==> src/two_wire_pkg.sv <==
// Shared constants and types for the two-wire master receiver.
package two_wire_pkg;
    // Register map on the plain register port.
    localparam logic [2:0] REG_CTRL = 3'h0;
    localparam logic [2:0] REG_STAT = 3'h1;
    localparam logic [2:0] REG_DATA = 3'h2;
    localparam logic [2:0] REG_EVST = 3'h3;
    localparam logic [2:0] REG_EVMSK = 3'h4;
    // Control register fields.
    localparam int CTRL_FLAG = 7;
    localparam int CTRL_ACK = 6;
    localparam int CTRL_STA = 5;
    localparam int CTRL_STO = 4;
    localparam int CTRL_EN = 2;
    // Status register fields: code in the top five bits, prescaler in the low two.
    localparam int STAT_CODE_LSB = 3;
    localparam int PRESC_W = 2;
    // Status codes, prescaler bits zero.
    localparam logic [7:0] ST_START = 8'h08;
    localparam logic [7:0] ST_REP = 8'h10;
    localparam logic [7:0] ST_WADDR_ACK = 8'h18;
    localparam logic [7:0] ST_WADDR_NACK = 8'h20;
    localparam logic [7:0] ST_ARB = 8'h38;
    localparam logic [7:0] ST_ADDR_ACK = 8'h40;
    localparam logic [7:0] ST_ADDR_NACK = 8'h48;
    localparam logic [7:0] ST_DATA_ACK = 8'h50;
    localparam logic [7:0] ST_DATA_NACK = 8'h58;
    localparam logic [7:0] ST_IDLE = 8'hf8;
    // Event bits of the interrupt status and mask registers.
    localparam int EV_W = 3;
    localparam int EV_DONE = 0;
    localparam int EV_ARB = 1;
    localparam int EV_STOP = 2;
    localparam logic [EV_W-1:0] EV_RST = 3'h0;
    // Bus timing: one bit is four quarter periods.
    localparam int CLK_PERIOD_NS = 25;
    localparam int QTR_TIME_NS = 2500;
    localparam int QTR_CYC = QTR_TIME_NS / CLK_PERIOD_NS;
    localparam int QTR_W = 7;
    localparam logic [QTR_W-1:0] QTR_LAST = QTR_W'(QTR_CYC - 1);
    // Frame: eight data bits then the acknowledge bit.
    localparam logic [3:0] ACK_BIT = 4'h8;
    localparam logic [1:0] PH_DRIVE = 2'h0;
    localparam logic [1:0] PH_RISE = 2'h1;
    localparam logic [1:0] PH_HIGH = 2'h2;
    localparam logic [1:0] PH_FALL = 2'h3;

    typedef enum logic [2:0] {
        S_IDLE = 3'b000,
        S_WAIT_FREE = 3'b001,
        S_START = 3'b010,
        S_XFER = 3'b011,
        S_HOLD = 3'b100,
        S_STOP = 3'b101
    } state_t;
endpackage
==> src/pin_filter.sv <==
// Three-stage synchroniser and agreement filter for one bus pin.
`timescale 1ns/1ps
`default_nettype none
module pin_filter
(
    // Clock and reset.
    input wire logic clk,
    input wire logic srst,
    // Raw pin and filtered level.
    input wire logic pin,
    output logic level
);
    logic [2:0] sync_r;
    logic level_r;

    // The level moves only once the second and third stages agree.
    always_ff @(posedge clk)
    begin
        if (srst)
        begin
            sync_r <= 3'h7;
            level_r <= 1'b1;
        end
        else
        begin
            sync_r <= {sync_r[1:0], pin};
            if (sync_r[1] == sync_r[2])
                level_r <= sync_r[2];
        end
    end

    assign level = level_r;
endmodule // pin_filter
`default_nettype wire

==> src/quarter_tick.sv <==
// Free-running divider giving one pulse per quarter bit period.
`timescale 1ns/1ps
`default_nettype none
module quarter_tick
import two_wire_pkg::*;
(
    // Clock and reset.
    input wire logic clk,
    input wire logic srst,
    // One-cycle pulse.
    output logic tick
);
    logic [QTR_W-1:0] cnt_r;
    logic tick_r;
    wire wrap = (cnt_r == QTR_LAST);

    always_ff @(posedge clk)
    begin
        if (srst)
        begin
            cnt_r <= '0;
            tick_r <= 1'b0;
        end
        else
        begin
            cnt_r <= wrap ? '0 : cnt_r + 1'b1;
            tick_r <= wrap;
        end
    end

    assign tick = tick_r;
endmodule // quarter_tick
`default_nettype wire

==> src/two_wire_master_receiver.sv <==
// Two-wire bus master receiver with registers, events and pin control.
`timescale 1ns/1ps
`default_nettype none
module two_wire_master_receiver
import two_wire_pkg::*;
(
    // Clock and reset.
    input wire logic clk,
    input wire logic srst,
    // Register port.
    input wire logic [2:0] addr,
    input wire logic [7:0] wdata,
    input wire logic wr_en,
    input wire logic rd_en,
    output logic [7:0] rdata,
    // Interrupt.
    output logic irq,
    // Bus clock line.
    input wire logic scl_i,
    output logic scl_o,
    output logic scl_oe,
    // Bus data line.
    input wire logic sda_i,
    output logic sda_o,
    output logic sda_oe
);
    state_t state_r;
    logic [1:0] phase_r;
    logic [3:0] bit_cnt_r;
    logic [8:0] tx_sh_r;
    logic [8:0] rx_sh_r;
    logic addr_ph_r;
    logic mode_rx_r;
    logic rep_r;
    logic ack_sent_r;
    logic flag_r;
    logic flag_q_r;
    logic en_r;
    logic ack_r;
    logic sta_r;
    logic sto_r;
    logic [7:0] status_r;
    logic [PRESC_W-1:0] presc_r;
    logic [7:0] data_r;
    logic arb_p_r;
    logic stop_p_r;
    logic [EV_W-1:0] ev_r;
    logic [EV_W-1:0] mask_r;
    logic irq_r;
    logic [7:0] rdata_r;
    logic scl_oe_r;
    logic sda_oe_r;
    logic scl_o_r;
    logic sda_o_r;
    logic scl_d_r;
    logic sda_d_r;
    logic busy_r;
    logic scl_f;
    logic sda_f;
    logic tick;

    pin_filter u_scl_filter (
        .clk(clk),
        .srst(srst),
        .pin(scl_i),
        .level(scl_f)
    );

    pin_filter u_sda_filter (
        .clk(clk),
        .srst(srst),
        .pin(sda_i),
        .level(sda_f)
    );

    quarter_tick u_quarter_tick (
        .clk(clk),
        .srst(srst),
        .tick(tick)
    );

    // Register port decode.
    wire ctrl_wr = wr_en && (addr == REG_CTRL);
    wire stat_wr = wr_en && (addr == REG_STAT);
    wire data_wr = wr_en && (addr == REG_DATA);
    wire evst_wr = wr_en && (addr == REG_EVST);
    wire evmsk_wr = wr_en && (addr == REG_EVMSK);
    wire flag_clr = ctrl_wr && wdata[CTRL_FLAG];
    wire [7:0] ctrl_rd = {flag_r, ack_r, sta_r, sto_r, 1'b0, en_r, 2'h0};
    wire [7:0] stat_rd = {status_r[7:STAT_CODE_LSB], 1'b0, presc_r};
    wire [7:0] rd_mux = (addr == REG_CTRL) ? ctrl_rd :
                        (addr == REG_STAT) ? stat_rd :
                        (addr == REG_DATA) ? data_r :
                        (addr == REG_EVST) ? {5'h00, ev_r} :
                        (addr == REG_EVMSK) ? {5'h00, mask_r} : 8'h00;

    // Bus conditions seen on the filtered lines.
    wire start_seen = scl_f && scl_d_r && sda_d_r && !sda_f;
    wire stop_seen = scl_f && scl_d_r && !sda_d_r && sda_f;

    // Frame decode for the shift engine.
    wire last_bit = (bit_cnt_r == ACK_BIT);
    wire arb_chk = addr_ph_r ? !last_bit : last_bit;
    wire lost = arb_chk && tx_sh_r[8] && !sda_f;
    wire got_ack = !rx_sh_r[0];
    wire [7:0] addr_code = mode_rx_r ? (got_ack ? ST_ADDR_ACK : ST_ADDR_NACK)
                                     : (got_ack ? ST_WADDR_ACK : ST_WADDR_NACK);
    wire [7:0] data_code = ack_sent_r ? ST_DATA_ACK : ST_DATA_NACK;
    // A disabled interface leaves the hold state through the abort path, not through go.
    wire go = (state_r == S_HOLD) && !flag_r && en_r;
    wire [EV_W-1:0] ev_set = {stop_p_r, arb_p_r, flag_r && !flag_q_r};

    always_ff @(posedge clk)
    begin
        if (srst)
        begin
            scl_d_r <= 1'b1;
            sda_d_r <= 1'b1;
            busy_r <= 1'b0;
        end
        else
        begin
            scl_d_r <= scl_f;
            sda_d_r <= sda_f;
            if (start_seen)
                busy_r <= 1'b1;
            else if (stop_seen)
                busy_r <= 1'b0;
        end
    end

    // Bus sequencer; it also owns the flag, status and data registers.
    always_ff @(posedge clk)
    begin
        if (srst)
        begin
            state_r <= S_IDLE;
            phase_r <= PH_DRIVE;
            bit_cnt_r <= 4'h0;
            tx_sh_r <= 9'h1ff;
            rx_sh_r <= 9'h000;
            addr_ph_r <= 1'b0;
            mode_rx_r <= 1'b0;
            rep_r <= 1'b0;
            ack_sent_r <= 1'b0;
            flag_r <= 1'b0;
            en_r <= 1'b0;
            ack_r <= 1'b0;
            sta_r <= 1'b0;
            sto_r <= 1'b0;
            status_r <= ST_IDLE;
            presc_r <= '0;
            data_r <= 8'h00;
            arb_p_r <= 1'b0;
            stop_p_r <= 1'b0;
            scl_oe_r <= 1'b0;
            sda_oe_r <= 1'b0;
        end
        else
        begin
            arb_p_r <= 1'b0;
            stop_p_r <= 1'b0;
            if (flag_clr)
                flag_r <= 1'b0;
            if (data_wr)
                data_r <= wdata;
            if (stat_wr)
                presc_r <= wdata[PRESC_W-1:0];
            if (!en_r && state_r != S_IDLE)
            begin
                // Disabling the interface drops the bus at once.
                state_r <= S_IDLE;
                scl_oe_r <= 1'b0;
                sda_oe_r <= 1'b0;
                rep_r <= 1'b0;
            end
            else
            begin
                case (state_r)
                    S_IDLE:
                    begin
                        scl_oe_r <= 1'b0;
                        sda_oe_r <= 1'b0;
                        if (en_r && sta_r && !flag_r)
                            state_r <= S_WAIT_FREE;
                    end
                    S_WAIT_FREE:
                    begin
                        if (tick && !busy_r)
                        begin
                            state_r <= S_START;
                            phase_r <= PH_DRIVE;
                        end
                    end
                    S_START:
                    begin
                        if (tick)
                        begin
                            case (phase_r)
                                PH_DRIVE:
                                begin
                                    sda_oe_r <= 1'b0;
                                    phase_r <= PH_RISE;
                                end
                                PH_RISE:
                                begin
                                    scl_oe_r <= 1'b0;
                                    phase_r <= PH_HIGH;
                                end
                                PH_HIGH:
                                begin
                                    if (scl_f)
                                    begin
                                        sda_oe_r <= 1'b1;
                                        phase_r <= PH_FALL;
                                    end
                                end
                                default:
                                begin
                                    scl_oe_r <= 1'b1;
                                    status_r <= rep_r ? ST_REP : ST_START;
                                    flag_r <= 1'b1;
                                    rep_r <= 1'b1;
                                    state_r <= S_HOLD;
                                end
                            endcase
                        end
                    end
                    S_HOLD:
                    begin
                        // The clock is only stretched while still owning the bus.
                        scl_oe_r <= (status_r != ST_ARB);
                        if (!flag_r)
                        begin
                            phase_r <= PH_DRIVE;
                            bit_cnt_r <= 4'h0;
                            case (status_r)
                                ST_START, ST_REP:
                                begin
                                    tx_sh_r <= {data_r, 1'b1};
                                    addr_ph_r <= 1'b1;
                                    mode_rx_r <= data_r[0];
                                    state_r <= S_XFER;
                                end
                                ST_ADDR_ACK, ST_DATA_ACK:
                                begin
                                    tx_sh_r <= {8'hff, !ack_r};
                                    ack_sent_r <= ack_r;
                                    addr_ph_r <= 1'b0;
                                    state_r <= S_XFER;
                                end
                                ST_ARB:
                                begin
                                    // Idle restarts the START when it is still requested.
                                    state_r <= S_IDLE;
                                    status_r <= ST_IDLE;
                                    rep_r <= 1'b0;
                                end
                                default:
                                begin
                                    if (sto_r || !sta_r)
                                        state_r <= S_STOP;
                                    else
                                        state_r <= S_START;
                                end
                            endcase
                        end
                    end
                    S_XFER:
                    begin
                        if (tick)
                        begin
                            case (phase_r)
                                PH_DRIVE:
                                begin
                                    sda_oe_r <= !tx_sh_r[8];
                                    phase_r <= PH_RISE;
                                end
                                PH_RISE:
                                begin
                                    scl_oe_r <= 1'b0;
                                    phase_r <= PH_HIGH;
                                end
                                PH_HIGH:
                                begin
                                    // A slave stretching the clock holds this phase.
                                    if (scl_f)
                                    begin
                                        rx_sh_r <= {rx_sh_r[7:0], sda_f};
                                        phase_r <= PH_FALL;
                                        if (lost)
                                        begin
                                            sda_oe_r <= 1'b0;
                                            status_r <= ST_ARB;
                                            flag_r <= 1'b1;
                                            arb_p_r <= 1'b1;
                                            rep_r <= 1'b0;
                                            state_r <= S_HOLD;
                                        end
                                    end
                                end
                                default:
                                begin
                                    scl_oe_r <= 1'b1;
                                    tx_sh_r <= {tx_sh_r[7:0], 1'b1};
                                    bit_cnt_r <= bit_cnt_r + 4'h1;
                                    phase_r <= PH_DRIVE;
                                    if (last_bit)
                                    begin
                                        flag_r <= 1'b1;
                                        state_r <= S_HOLD;
                                        if (addr_ph_r)
                                            status_r <= addr_code;
                                        else
                                        begin
                                            data_r <= rx_sh_r[8:1];
                                            status_r <= data_code;
                                        end
                                    end
                                end
                            endcase
                        end
                    end
                    S_STOP:
                    begin
                        if (tick)
                        begin
                            case (phase_r)
                                PH_DRIVE:
                                begin
                                    sda_oe_r <= 1'b1;
                                    phase_r <= PH_RISE;
                                end
                                PH_RISE:
                                begin
                                    scl_oe_r <= 1'b0;
                                    phase_r <= PH_HIGH;
                                end
                                PH_HIGH:
                                begin
                                    if (scl_f)
                                    begin
                                        sda_oe_r <= 1'b0;
                                        phase_r <= PH_FALL;
                                    end
                                end
                                default:
                                begin
                                    sto_r <= 1'b0;
                                    stop_p_r <= 1'b1;
                                    rep_r <= 1'b0;
                                    status_r <= ST_IDLE;
                                    state_r <= S_IDLE;
                                end
                            endcase
                        end
                    end
                    default:
                        state_r <= S_IDLE;
                endcase
            end
            // Software writes come last so that a set request outlives a hardware clear.
            if (ctrl_wr)
            begin
                en_r <= wdata[CTRL_EN];
                ack_r <= wdata[CTRL_ACK];
                sta_r <= wdata[CTRL_STA];
                if (wdata[CTRL_STO])
                    sto_r <= 1'b1;
            end
        end
    end

    // Events, mask, interrupt and read data.
    always_ff @(posedge clk)
    begin
        if (srst)
        begin
            flag_q_r <= 1'b0;
            ev_r <= EV_RST;
            mask_r <= EV_RST;
            irq_r <= 1'b0;
            rdata_r <= 8'h00;
            scl_o_r <= 1'b0;
            sda_o_r <= 1'b0;
        end
        else
        begin
            flag_q_r <= flag_r;
            ev_r <= (ev_r & ~(evst_wr ? wdata[EV_W-1:0] : EV_RST)) | ev_set;
            if (evmsk_wr)
                mask_r <= wdata[EV_W-1:0];
            irq_r <= |(ev_r & mask_r);
            rdata_r <= rd_en ? rd_mux : 8'h00;
            scl_o_r <= 1'b0;
            sda_o_r <= 1'b0;
        end
    end

    assign rdata = rdata_r;
    assign irq = irq_r;
    assign scl_o = scl_o_r;
    assign sda_o = sda_o_r;
    assign scl_oe = scl_oe_r;
    assign sda_oe = sda_oe_r;
endmodule // two_wire_master_receiver
`default_nettype wire

==> config.mk <==
export PLATFORM = sky130hd
export DESIGN_NAME = two_wire_master_receiver
export DESIGN_NICKNAME = d
export VERILOG_FILES = /design/src/two_wire_pkg.sv /design/src/pin_filter.sv /design/src/quarter_tick.sv /design/src/two_wire_master_receiver.sv
export SDC_FILE = /design/constraint.sdc
export NUM_CORES = 1
export LEC_CHECK = 0
export CORE_MARGIN = 1.5
export CORE_UTILIZATION = 30
export DETAILED_ROUTE_END_ITERATION = 10
export DONT_BUFFER_PORTS = 1
export PLACE_DENSITY = 0.51
export SYNTH_ARGS = -nofsm -noshare
export SYNTH_HDL_FRONTEND = slang
export SYNTH_SLANG_ARGS = --single-unit
==> constraint.sdc <==
create_clock -name clk -period 1.9 [get_ports clk]
set_input_delay 0.19 -clock clk [delete_from_list [all_inputs] [get_ports clk]]
set_output_delay 0.19 -clock clk [all_outputs]
set_load 0.05 [all_outputs]
; ---- Word level (Yosys, flattened, before mapping)
; Index checks and enable logic that the tools add are counted.
[word_totals]
reg_bits = 93
inputBits = 17
out_inout_bits = 13
elab_cells = 276
[classes]
add_sub_neg = 2
n_eq_ne = 49
n_mux = 110
bitwise = 12
n_reduce_logical = 67
[op_table]
columns = op, count
row1 = 8-bit two-way mux, 20
row2 = 3-bit two-way mux, 15
row3 = 1-bit two-way mux, 37
row4 = 9-bit one-hot mux with 2 select lines, 2
row5 = 8-bit one-hot mux with 4 select lines, 1
row6 = 9-bit two-way mux, 3
row7 = 11-bit AND reduction, 2
row8 = 4-bit two-way mux, 5
row9 = 2-bit != test (second input constant), 10
row10 = 1-bit logical AND, 18
row11 = 3-bit one-hot mux with 6 select lines, 1
row12 = 2-bit OR reduction, 9
row13 = 8-bit by 7-bit == test with 1-bit output (second input constant), 2
row14 = 2-bit by 1-bit != test with 1-bit output (second input constant), 8
row15 = 8-bit one-hot mux with 2 select lines, 1
row16 = 4-bit nonzero test, 4
row17 = 5-bit AND reduction, 3
row18 = 7-bit two-way mux, 2
row19 = 1-bit one-hot mux with 2 select lines, 7
row20 = 13-bit AND reduction, 1
row21 = 3-bit by 2-bit == test with 1-bit output (second input constant), 4
row22 = 3-bit by 2-bit != test with 1-bit output (second input constant), 4
row23 = 3-bit != test (second input constant), 4
row24 = 1-bit one-hot mux with 4 select lines, 3
row25 = 39 further kinds, 74

; ---- Depth between registers and ports, before layout
; Gate-level depths: netlist of run 1.
[logic_depth]
ltp_word = 11
ltp_mapped = 10
ltp_nobuf = 7

; ---- Hierarchy
; A second synthesis of run 1 with hierarchy kept.
[hier_totals]
cells_unflattened = 514
hier_area_um2 = 4583.1
[by_module_without_submodules]
columns = mod, n_inst, cells_each, area_each_um2, seq_area_each_um2
row1 = two_wire_master_receiver, 1, 460, 4025.1, 1481.4
row2 = quarter_tick, 1, 34, 327.8, 160.2
row3 = pin_filter, 2, 10, 115.1, 80.1

; ---- Worst setup path before layout of run 1
; No wires, ideal clock.
[synth_timing]
path_kind = flip-flop to flip-flop
start = register phase_r[0]
end = register state_r[2]
setup_time_ps = 117
arrival_ps = 1780
t_required_ps = 1783
slack_ps = 2
stages_incl_launch_ff = 10
path_buffers = 2
synth_period_minus_slack_ps = 1898
cell_sequence = dfxtp_1 -> inv_1 -> ha_1 -> clkbuf_1 -> nand4bb_1 -> o22ai_1 -> nor3_1 -> and3_1 -> buf_4 -> a32o_1
[synth_via]
elab_chain_cells = 5
word_cells_on_any_way = 15
cone_classes = eq/ne: 8 / mux: 3 / reduce/logical: 4
[synth_lines]
columns = item, line_no
row1 = "start, declared", two_wire_master_receiver.sv:28  ; logic [1:0] phase_r;
row2 = "start signal, assigned", two_wire_master_receiver.sv:138  ; phase_r <= PH_DRIVE;
row3 = "start signal, assigned", two_wire_master_receiver.sv:192  ; phase_r <= PH_DRIVE;
row4 = "start signal, assigned", two_wire_master_receiver.sv:203  ; phase_r <= PH_RISE;
row5 = 2-bit by 1-bit == test with 1-bit output or 2-bit logical NOT (tied branches), "two_wire_master_receiver.sv:199, two_wire_master_receiver.sv:273, two_wire_master_receiver.sv:328"
row6 = 2-bit OR reduction (no line), n/a
row7 = 3-bit one-hot mux with 2 select lines, two_wire_master_receiver.sv:273  ; case (phase_r)
row8 = 3-bit two-way mux, two_wire_master_receiver.sv:271  ; if (tick)
row9 = 3-bit one-hot mux with 6 select lines, two_wire_master_receiver.sv:179  ; case (state_r)
row10 = "end signal, assigned", two_wire_master_receiver.sv:172  ; state_r <= S_IDLE;
row11 = "end signal, assigned", two_wire_master_receiver.sv:185  ; state_r <= S_WAIT_FREE;
row12 = "end signal, assigned", two_wire_master_receiver.sv:191  ; state_r <= S_START;
row13 = "end, declared", two_wire_master_receiver.sv:27  ; state_t state_r;
; Parallel ways exist; a longest one is shown, timed or not. The select of a mux whose other input is x is not followed.
; A chain may end at the register's enable or synchronous reset.

; ---- Worst setup path after layout of run 1
[layout_timing]
start = register bit_cnt_r[0]
end = register data_r[5]
[layout_via]
elab_chain_cells = 6
[layout_lines]
columns = item, line_no
row1 = "start, declared", two_wire_master_receiver.sv:29  ; logic [3:0] bit_cnt_r;
row2 = "start signal, assigned", two_wire_master_receiver.sv:306  ; bit_cnt_r <= bit_cnt_r + 4'h1;
row3 = 4-bit == test, two_wire_master_receiver.sv:102  ; wire last_bit = (bit_cnt_r == ACK_BIT);
row4 = 8-bit two-way mux, two_wire_master_receiver.sv:308  ; if (last_bit)
row5 = 8-bit two-way mux, two_wire_master_receiver.sv:273
row6 = 8-bit two-way mux, two_wire_master_receiver.sv:271
row7 = 8-bit two-way mux, two_wire_master_receiver.sv:179
row8 = 8-bit two-way mux, two_wire_master_receiver.sv:169  ; if (!en_r && state_r != S_IDLE)
row9 = "end signal, assigned", two_wire_master_receiver.sv:166  ; data_r <= wdata;
row10 = "end signal, assigned", two_wire_master_receiver.sv:316  ; data_r <= rx_sh_r[8:1];
row11 = "end, declared", two_wire_master_receiver.sv:44  ; logic [7:0] data_r;
; No other way between the ends.

==> flow_summary.toml, run 1 <==
[status]
status = "completed"

[timing]
drv_slew = 0
rsz0062_at_grt = "true"
fmax_mhz = 532
finalHoldViolations = 0
clock_skew_ps = 5.46
worst_pin_slew_ps = 748
fin_crit_ps = 1880
finalCritPeriodShare = 0.990
tns_ps = 0
slew_headroom = 0.494
setup_viol_count_final = 0

[synthesis]
synth_cell_type_count = 73
synth_edf_count = 0
yosysTopAreaCell = "dfxtp_1"
yosysMostFrequentCell = "dfxtp_1"
synth_area_leaders = "dfxtp_1 (39%), nor2_1 (7.1%), mux2i_1 (6.9%)"
ys.flop_type = "dfxtp_1"
ys_async_sr_fraction = 0
synth_common_cells = "dfxtp_1 (90), nor2_1 (87), mux2i_1 (32)"
avgSynthCellArea_um2 = 8.88
netlist_area_um2 = 4630
synth.top_cell.area_share = 0.389
ys_seq_area_frac = 0.389
yosysWarnings = 0
synth_seq_cells = 90
synthCells = 521

[clocking]
insertion_delay_ps = 340
cts_buffers = 9
htreeDepth = 3
clk_path_buf_depth = 2
cts_tree = "done"
clockRootBuffer = "clkbuf_16"
cts.sink_count = 90
clk_pin_slew_ps = 60

[grt]
top_usage_layer = "met2"
grt_usage = 0.158
grtUsageMet2 = 0.257
grt_pass1_wl_mm = 19.9
grt_max_degree = 60
grt_util_met3 = 0.0322
antenna_found_initial = 0
grt_pass1_vias = 3736
grt-ovfl-total = 0
met1_usage = 0.207

[critical_path]
path_max_fanout = 8
path_delay_family = "simple AND/OR/NAND/NOR gates"
r2r_cells = 7
worstPathBufferInverterCount = 1
path_depth = 7
worstPathArrival_ps = 2110
crit_slowest_cell = "or4_4"
required_ps = 2130
crit_end = "data_r[5]"
critPathCaptureType = "register"
r2r_end = "data_r[5]"
critPathKind = "register to register"
reg2reg_slack_ps = 20
max_stage_delay_ps = 630
crit_chain = "inv_2 > ha_1 > and3b_2 > nand3_4 > or4_4 > nor2_2 > a211oi_2"
crit_start = "bit_cnt_r[0]"
worstReg2RegStart = "bit_cnt_r[0]"
worstSetupStartpointType = "register"

[floorplanning]
die_h_um = 127
fp.coreArea_um2 = 15100
start_util = 0.305
dieArea_um2 = 16200
floorplan.rows = 45
die_x_um = 127
top_level_ports = 30

[power]
p_leak_nw = 2.03
p_per_area_nw_per_um2 = 685
peakVddDrop_v = 0.000426

[place]
dp_hpwl_mm = 9.06
place_congestion = 0.905
io_buffers = 0

[final_layout]
fillers = 1514
seq_area_um2 = 1810
area_delta_synth_final_pct = 23.3
drive_gt1_frac = 0.260
fin_util = 0.377
diodes = 0
multiInputGateArea_um2 = 2690
nets = 595

[drt]
viasPerCell = 5.14
wl_mm = 12.6
drc = 0
wl_per_cell_um = 16.5
drt_iter0_markers = 246
vias = 3915
drt_pass1_iterations = 5
antenna_left = 0

[min_path]
holdCritPathClass = "input port to register"

[flow_run]
drv_cap = 0
[placed cells by master (no fill, tap or decap), types with 5 or more instances in the layout]
master / Yosys / final
ha_1: 9 / 8
a31oi_1: 8 / 8
a211o_1: 10 / 10
a22oi_1: 5 / 5
nand2_1: 17 / 17
xnor2_1: 6 / 6
buf_4: 4 / 65
nor2b_1: 14 / 14
dlygate4sd3_1: 0 / 7
nor2_1: 87 / 78
nor3_1: 13 / 11
nand3_1: 8 / 7
or2_2: 9 / 9
dfxtp_1: 90 / 85
o21bai_1: 5 / 5
o21ai_0: 10 / 10
a21oi_1: 25 / 25
nor2_4: 0 / 5
a211oi_2: 9 / 9
inv_1: 17 / 16
nand2b_1: 9 / 9
clkbuf_16: 0 / 9
mux2i_1: 32 / 31
o22ai_1: 15 / 14
[logic make-up after synthesis]
logic type | after synthesis | synth area share
AOI/OAI and AO/OA | 122 | 0.200
xor gates and xnor gates | 10 | 0.0189
adders and majority gates | 9 | 0.0243
buffers and inverters | 56 | 0.0625
DFF | 90 | 0.389
muxes | 35 | 0.0765
other | 1 | 0.000810
and+or+nand+nor | 198 | 0.227
[repair_timing]
| item | in CTS | in global routing |
|---|---|---|
| gates resized for setup | 7 | 32 |
| hold buffers | 8 | 0 |
| endpoints found under the hold margin | 61 | 0 |
| gates cloned | 0 | 1 |
| pin swaps | 0 | 8 |
| endpoints found under the setup margin | 17 | 29 |
| buffers inserted | 0 | 3 |
[final cells by class]
cell class                 count  area share
multi-input combinational    377       0.472
sequential                    90       0.318
timing repair buffer          74       0.105
clock buffer                  11      0.0426
tap                          188      0.0412
inverter                      17      0.0112
clock inverter                 5      0.0105
[how the worst min path moves through the flow]
stage | depth (start not counted) | start | end | slack (ps)
finish | 2 | wdata[1] | mask_r[1] | 6
global route | 2 | srst | status_r[6] | 20
CTS | 2 | wdata[1] | mask_r[1] | 1
floorplan | 1 | scl_i | u_scl_filter.sync_r[0] | 290
global placement | 1 | srst | data_r[6] | 270
detailed placement | 1 | srst | phase_r[1] | 270
[power by group]
group | total (W) | internal, W | switching, W | leakage, nW
registers | 0.00193 | 0.00190 | 0.0000262 | 0.731
logic | 0.000141 | 0.0000624 | 0.0000788 | 1.15
clock network | 0.00183 | 0.00106 | 0.000769 | 0.147
total | 0.00390 | 0.00303 | 0.000874 | 2.03
[routing by layer]
metal  vias up  part of all wire
met3        16             0.036
met1      1882              0.47
met2        68              0.48
met4         0             0.016
met5         -                 0
li1       1949                 -
[through the flow]
| step | std cells | worst slack, ps | hold slack [ps] | total power, W | instance area (um^2) |
|---|---|---|---|---|---|
| 6_report | 762 | 18.9 | 6.07 | 0.00390 | 5700 |
| 5_1_grt | 762 | -38.0 | 16.7 | 0.00405 | 5700 |
| 4_1_cts | 759 | -22.3 | 1.27 | 0.00396 | 5560 |
| 3_5_place_dp | 735 | -59.7 | 269 | 0.00208 | 5130 |
| 3_3_place_gp | 735 | -53.1 | 269 | 0.00208 | 5130 |
| 2_1_floorplan | 522 | 2.23 | 294 | 0.00209 | 4630 |
[flip-flops by register name, summed over array words and instances, names as in the netlist, 2 cells and up]
name	flops
bit_cnt_r	4
mask_r	3
data_r	8
u_sda_filter.sync_r	3
phase_r	2
state_r	3
status_r	5
ev_r	3
rdata	8
u_quarter_tick.cnt_r	7
presc_r	2
u_scl_filter.sync_r	3
rx_sh_r	9
tx_sh_r	9
(Power assumes the default switching activity.)
==> run 2: changes to the inputs <==
==> constraint.sdc (replaced) <==
create_clock -name clk -period 1.9 [get_ports clk]
set_input_delay 0.285 -clock clk [delete_from_list [all_inputs] [get_ports clk]]
set_output_delay 0.285 -clock clk [all_outputs]
set_load 0.05 [all_outputs]
==> run 2 against run 1 <==
Compared with the run above: design area is 0.33% higher; clock skew rose by 6.1 ps; non-clock buffer count decreased by 2; critical path type unchanged.
==> flow_summary.toml, run 2 (synthesis results as in run 1) <==
[critical_path]
path_delay_family = "simple AND/OR/NAND/NOR gates"
r2r_cells = 7
crit_chain = "inv_2 > ha_4 > and3b_2 > nand3_2 > or4_4 > nor2_1 > a211oi_2"
required_ps = 2130
worstPathArrival_ps = 2080
path_depth = 7
worstReg2RegStart = "bit_cnt_r[0]"
crit_start = "bit_cnt_r[0]"
reg2reg_slack_ps = 40
critPathKind = "register to register"
critPathCaptureType = "register"
worstSetupStartpointType = "register"
max_stage_delay_ps = 580
crit_slowest_cell = "or4_4"
path_max_fanout = 8
crit_end = "data_r[7]"
worstPathBufferInverterCount = 1
r2r_end = "data_r[7]"

[floorplanning]
dieArea_um2 = 16200
die_x_um = 127
floorplan.rows = 45
fp.coreArea_um2 = 15100
top_level_ports = 30
start_util = 0.305
die_h_um = 127

[place]
place_inst = 736
place_area_um2 = 5140
place_congestion = 0.898
pre_cts_slack_ps = -95.8
io_buffers = 0
dp_hpwl_mm = 8.98

[grt]
grt_usage = 0.157
grt-ovfl-total = 0
grt_pass1_vias = 3779
grt_max_degree = 74
grt_pass1_wl_mm = 20.0
antenna_found_initial = 0

[status]
status = "completed"

[timing]
worst_pin_slew_ps = 519
rsz0062_at_grt = "true"
fin_crit_ps = 1860
fin_hold_ws_ps = 14.2
fmax_mhz = 539
drv_slew = 0
setup_ws_ps = 43.2
clock_skew_ps = 11.5
setup_viol_count_final = 0
slew_headroom = 0.654
finalCritPeriodShare = 0.977
finalHoldViolations = 0

[clocking]
htreeDepth = 3
cts.sink_count = 90
insertion_delay_ps = 350
clockRootBuffer = "clkbuf_16"
clk_pin_slew_ps = 60
cts_buffers = 9
clk_path_buf_depth = 2
cts_tree = "done"

[final_layout]
fin_area_um2 = 5720
drive_gt1_frac = 0.269
layout_common_cells = "dfxtp_1 (84), nor2_1 (83), buf_4 (67)"
reg.largest.list = "rx_sh_r (9), tx_sh_r (9)"
nets = 594
diodes = 0
area_delta_synth_final_pct = 23.7
mostFrequentLayoutCell = "dfxtp_1"
stdcell_count = 760

[power]
p_leak_nw = 2.04
peakVddDrop_v = 0.000462
p_per_area_nw_per_um2 = 700
total_power_w = 0.00401

[flow_run]
drv_cap = 0

[drt]
drt_iter0_markers = 275
antenna_left = 0
wl_per_cell_um = 16.7
viasPerCell = 5.16
vias = 3925
wl_mm = 12.7
drt_pass1_iterations = 4
drc = 0

[min_path]
holdCritPathClass = "input port to register"
[run 2: changes by cell type in the layout (fill, tap and decap cells not counted), sizes merged]
cell	delta
dlygate4sd3	-5
buf	+3
bufinv	+1
clkbuf	-1
clkinv	-1
o21ai	+1
[run 2: metal layers]
layer  wire [um]  share of wire  up-vias  global-route usage
li1            -              -     1953                   -
met1        6180           0.49     1885               0.216
met2        5910           0.47       74               0.246
met3         400          0.032       13              0.0272
met4         197          0.016        0              0.0622
met5           0              0        -                   0
[run 2: per-stage QoR]
step / utilization / setup TNS, ps
final: 0.378 / 0
after global routing: 0.378 / -63.0
after CTS: 0.364 / 0
after detailed placement: 0.339 / -480
after global placement: 0.339 / -41.4
after floorplan: - / 0
[run 2: layout make-up]
cell class                      instances  area (um^2)
Clock buffer                           10          239
Clock inverter                          5         85.1
Fill cell                            1527         9420
Inverter                               17         63.8
Multi-Input combinational cell        378         2720
Sequential cell                        90         1810
Tap cell                              188          235
Timing Repair Buffer                   72          566
[run 2: repair_timing]
item	CTS	global route
setup buffers	0	5
hold buffers	1	1
gates resized for setup	9	34
gates cloned	0	2
pin swaps	1	10
endpoints found under the hold margin	14	6
setup endpoints to repair	25	29
[run 2: worst min path at each step]
stage          start                endpoint  cells past startpoint
2_1_floorplan  scl_i  u_scl_filter.sync_r[0]                      1
4_1_cts         srst               data_r[6]                      1
3_3_place_gp    srst              phase_r[1]                      1
5_1_grt         srst               data_r[2]                      1
6_report        srst              phase_r[1]                      1
3_5_place_dp    srst              phase_r[1]                      1
[run 2: where the power goes]
group          leakage [nW]  total [W]  switching, W  internal, W
Clock                 0.156    0.00197      0.000779      0.00119
Sequential            0.732    0.00193     0.0000263      0.00190
Combinational          1.16   0.000104     0.0000553    0.0000486
==> run 3: changes to the inputs <==
Settings changed: PLACE_DENSITY 0.51 to 0.44.
==> run 3 against run 2 <==
Compared with the run above: wire length increased by 2.7%; register-to-register slack about the same; global-route usage increased by 0.73 points; clock-buffer cell count fell by 1; die area stayed put; critical path depth up 2; largest cell class unchanged.
==> flow_summary.toml, run 3 (synthesis results as in run 1) <==
[status]
status = "completed"

[final_layout]
nets = 603
mostFrequentLayoutCell = "dfxtp_1"
area_delta_synth_final_pct = 23.1
stdcell_count = 770
drive_gt1_frac = 0.261
diodes = 0
reg.largest.list = "rx_sh_r (9), tx_sh_r (9)"
layout_common_cells = "dfxtp_1 (85), nor2_1 (84), buf_4 (73)"

[min_path]
min_delay_path_depth = 1
holdCritPathClass = "input port to register"
min_from = "srst"
hold_path_end = "data_r[5]"

[power]
power.switching_w = 0.000912
p_per_area_nw_per_um2 = 663
power_frac_clock = 0.462
seqPwrFrac = 0.511
p_leak_nw = 2.07
peakVddDrop_v = 0.000494
total_power_w = 0.00378
p_comb_frac = 0.028
p_int_w = 0.00287
p_sw_frac = 0.241

[clocking]
clk_path_buf_depth = 2
insertion_delay_ps = 350
clockRootBuffer = "clkbuf_16"
htreeDepth = 3
clk_pin_slew_ps = 70
cts_tree = "done"
cts_buffers = 9
cts.sink_count = 90
holdBufCountCts = 6

[grt]
antenna_found_initial = 0
grt_max_degree = 74
grt_pass1_vias = 3855
grt-ovfl-total = 0
grt_pass1_wl_mm = 20.7
grt_usage = 0.165

[drt]
antenna_left = 0
vias = 3982
drt_iter0_markers = 243
drc = 0
wl_mm = 13.0
viasPerCell = 5.17
drt_pass1_iterations = 5
wl_per_cell_um = 16.9

[critical_path]
path_max_fanout = 6
crit_start = "bit_cnt_r[0]"
required_ps = 2150
r2r_cells = 9
r2r_end = "state_r[2]"
critPathKind = "register to register"
reg2reg_slack_ps = 30
critPathCaptureType = "register"
worstSetupStartpointType = "register"
worstPathArrival_ps = 2110
worstReg2RegStart = "bit_cnt_r[0]"

[timing]
rsz0062_at_grt = "true"
finalHoldViolations = 0
drv_slew = 0
worst_pin_slew_ps = 517
slew_headroom = 0.655
fmax_mhz = 536
finalCritPeriodShare = 0.983
tns_ps = 0
setup_ws_ps = 33.0
clock_skew_ps = 11.1
fin_hold_ws_ps = 5.65
fin_crit_ps = 1870
setup_viol_count_final = 0

[floorplanning]
start_util = 0.305
floorplan.rows = 45
fp.coreArea_um2 = 15100
die_h_um = 127
top_level_ports = 30
dieArea_um2 = 16200
die_x_um = 127

[place]
place_inst = 742
io_buffers = 0
place_congestion = 0.803
pre_cts_slack_ps = -23.7
dp_hpwl_mm = 9.23

[flow_run]
drv_cap = 0
## run 3: cell type report
type / instances / area, um^2
tap: 188 / 235
fill: 1529 / 9450
clock inverter: 7 / 61.3
sequential: 90 / 1810
inverter: 17 / 63.8
clock buffer: 9 / 225
multi-input combinational: 378 / 2660
timing repair buffer: 81 / 639
## run 3: worst max path at each step
| stage | endpoint | slack, ps | cells after the start |
|---|---|---|---|
| 2_1_floorplan | state_r[2] | 2 | 9 |
| 3_3_place_gp | state_r[2] | -40 | 8 |
| 3_5_place_dp | state_r[2] | -20 | 8 |
| 4_1_cts | data_r[6] | 9 | 7 |
| 5_1_grt | status_r[6] | -20 | 8 |
| 6_report | state_r[2] | 30 | 9 |
## run 3: timing repair
action	4_1_cts	5_1_grt
setup buffers	2	3
hold endpoints to repair	25	10
endpoints found under the setup margin	16	28
pin swaps	5	9
gates resized for setup	12	15
cloned	1	1
## run 3: worst max-delay path, cell delays in order (launching register included)
cell and delay [ps]:
dfxtp_2 330, inv_1 50, ha_1 190, and3b_2 260
buf_4 160, o22ai_4 190, nor3_2 60, and3_4 200
buf_12 130, a32o_1 190
## run 3: stage by stage
| stage | utilization | cell area [um^2] |
|---|---|---|
| floorplan | - | 4630 |
| global placement | 0.343 | 5200 |
| detailed placement | 0.343 | 5200 |
| CTS | 0.371 | 5610 |
| global route | 0.376 | 5700 |
| finish | 0.376 | 5700 |
## run 3: per-layer routing
| layer | GRT usage | share of wire |
|---|---|---|
| met1 | 0.220 | 0.47 |
| met3 | 0.0251 | 0.045 |
| met4 | 0.0648 | 0.018 |
| met5 | 0 | 0 |
| met2 | 0.267 | 0.46 |
## run 3: power by group through the flow
stage	combinational (W)	clock, W	sequential [W]
after global placement	0.000101	0	0.00198
after global routing	0.000119	0.00186	0.00193
after detailed placement	0.000102	0	0.00198
after floorplan	0.000118	0	0.00197
after CTS	0.000105	0.00179	0.00193
final	0.000105	0.00174	0.00193
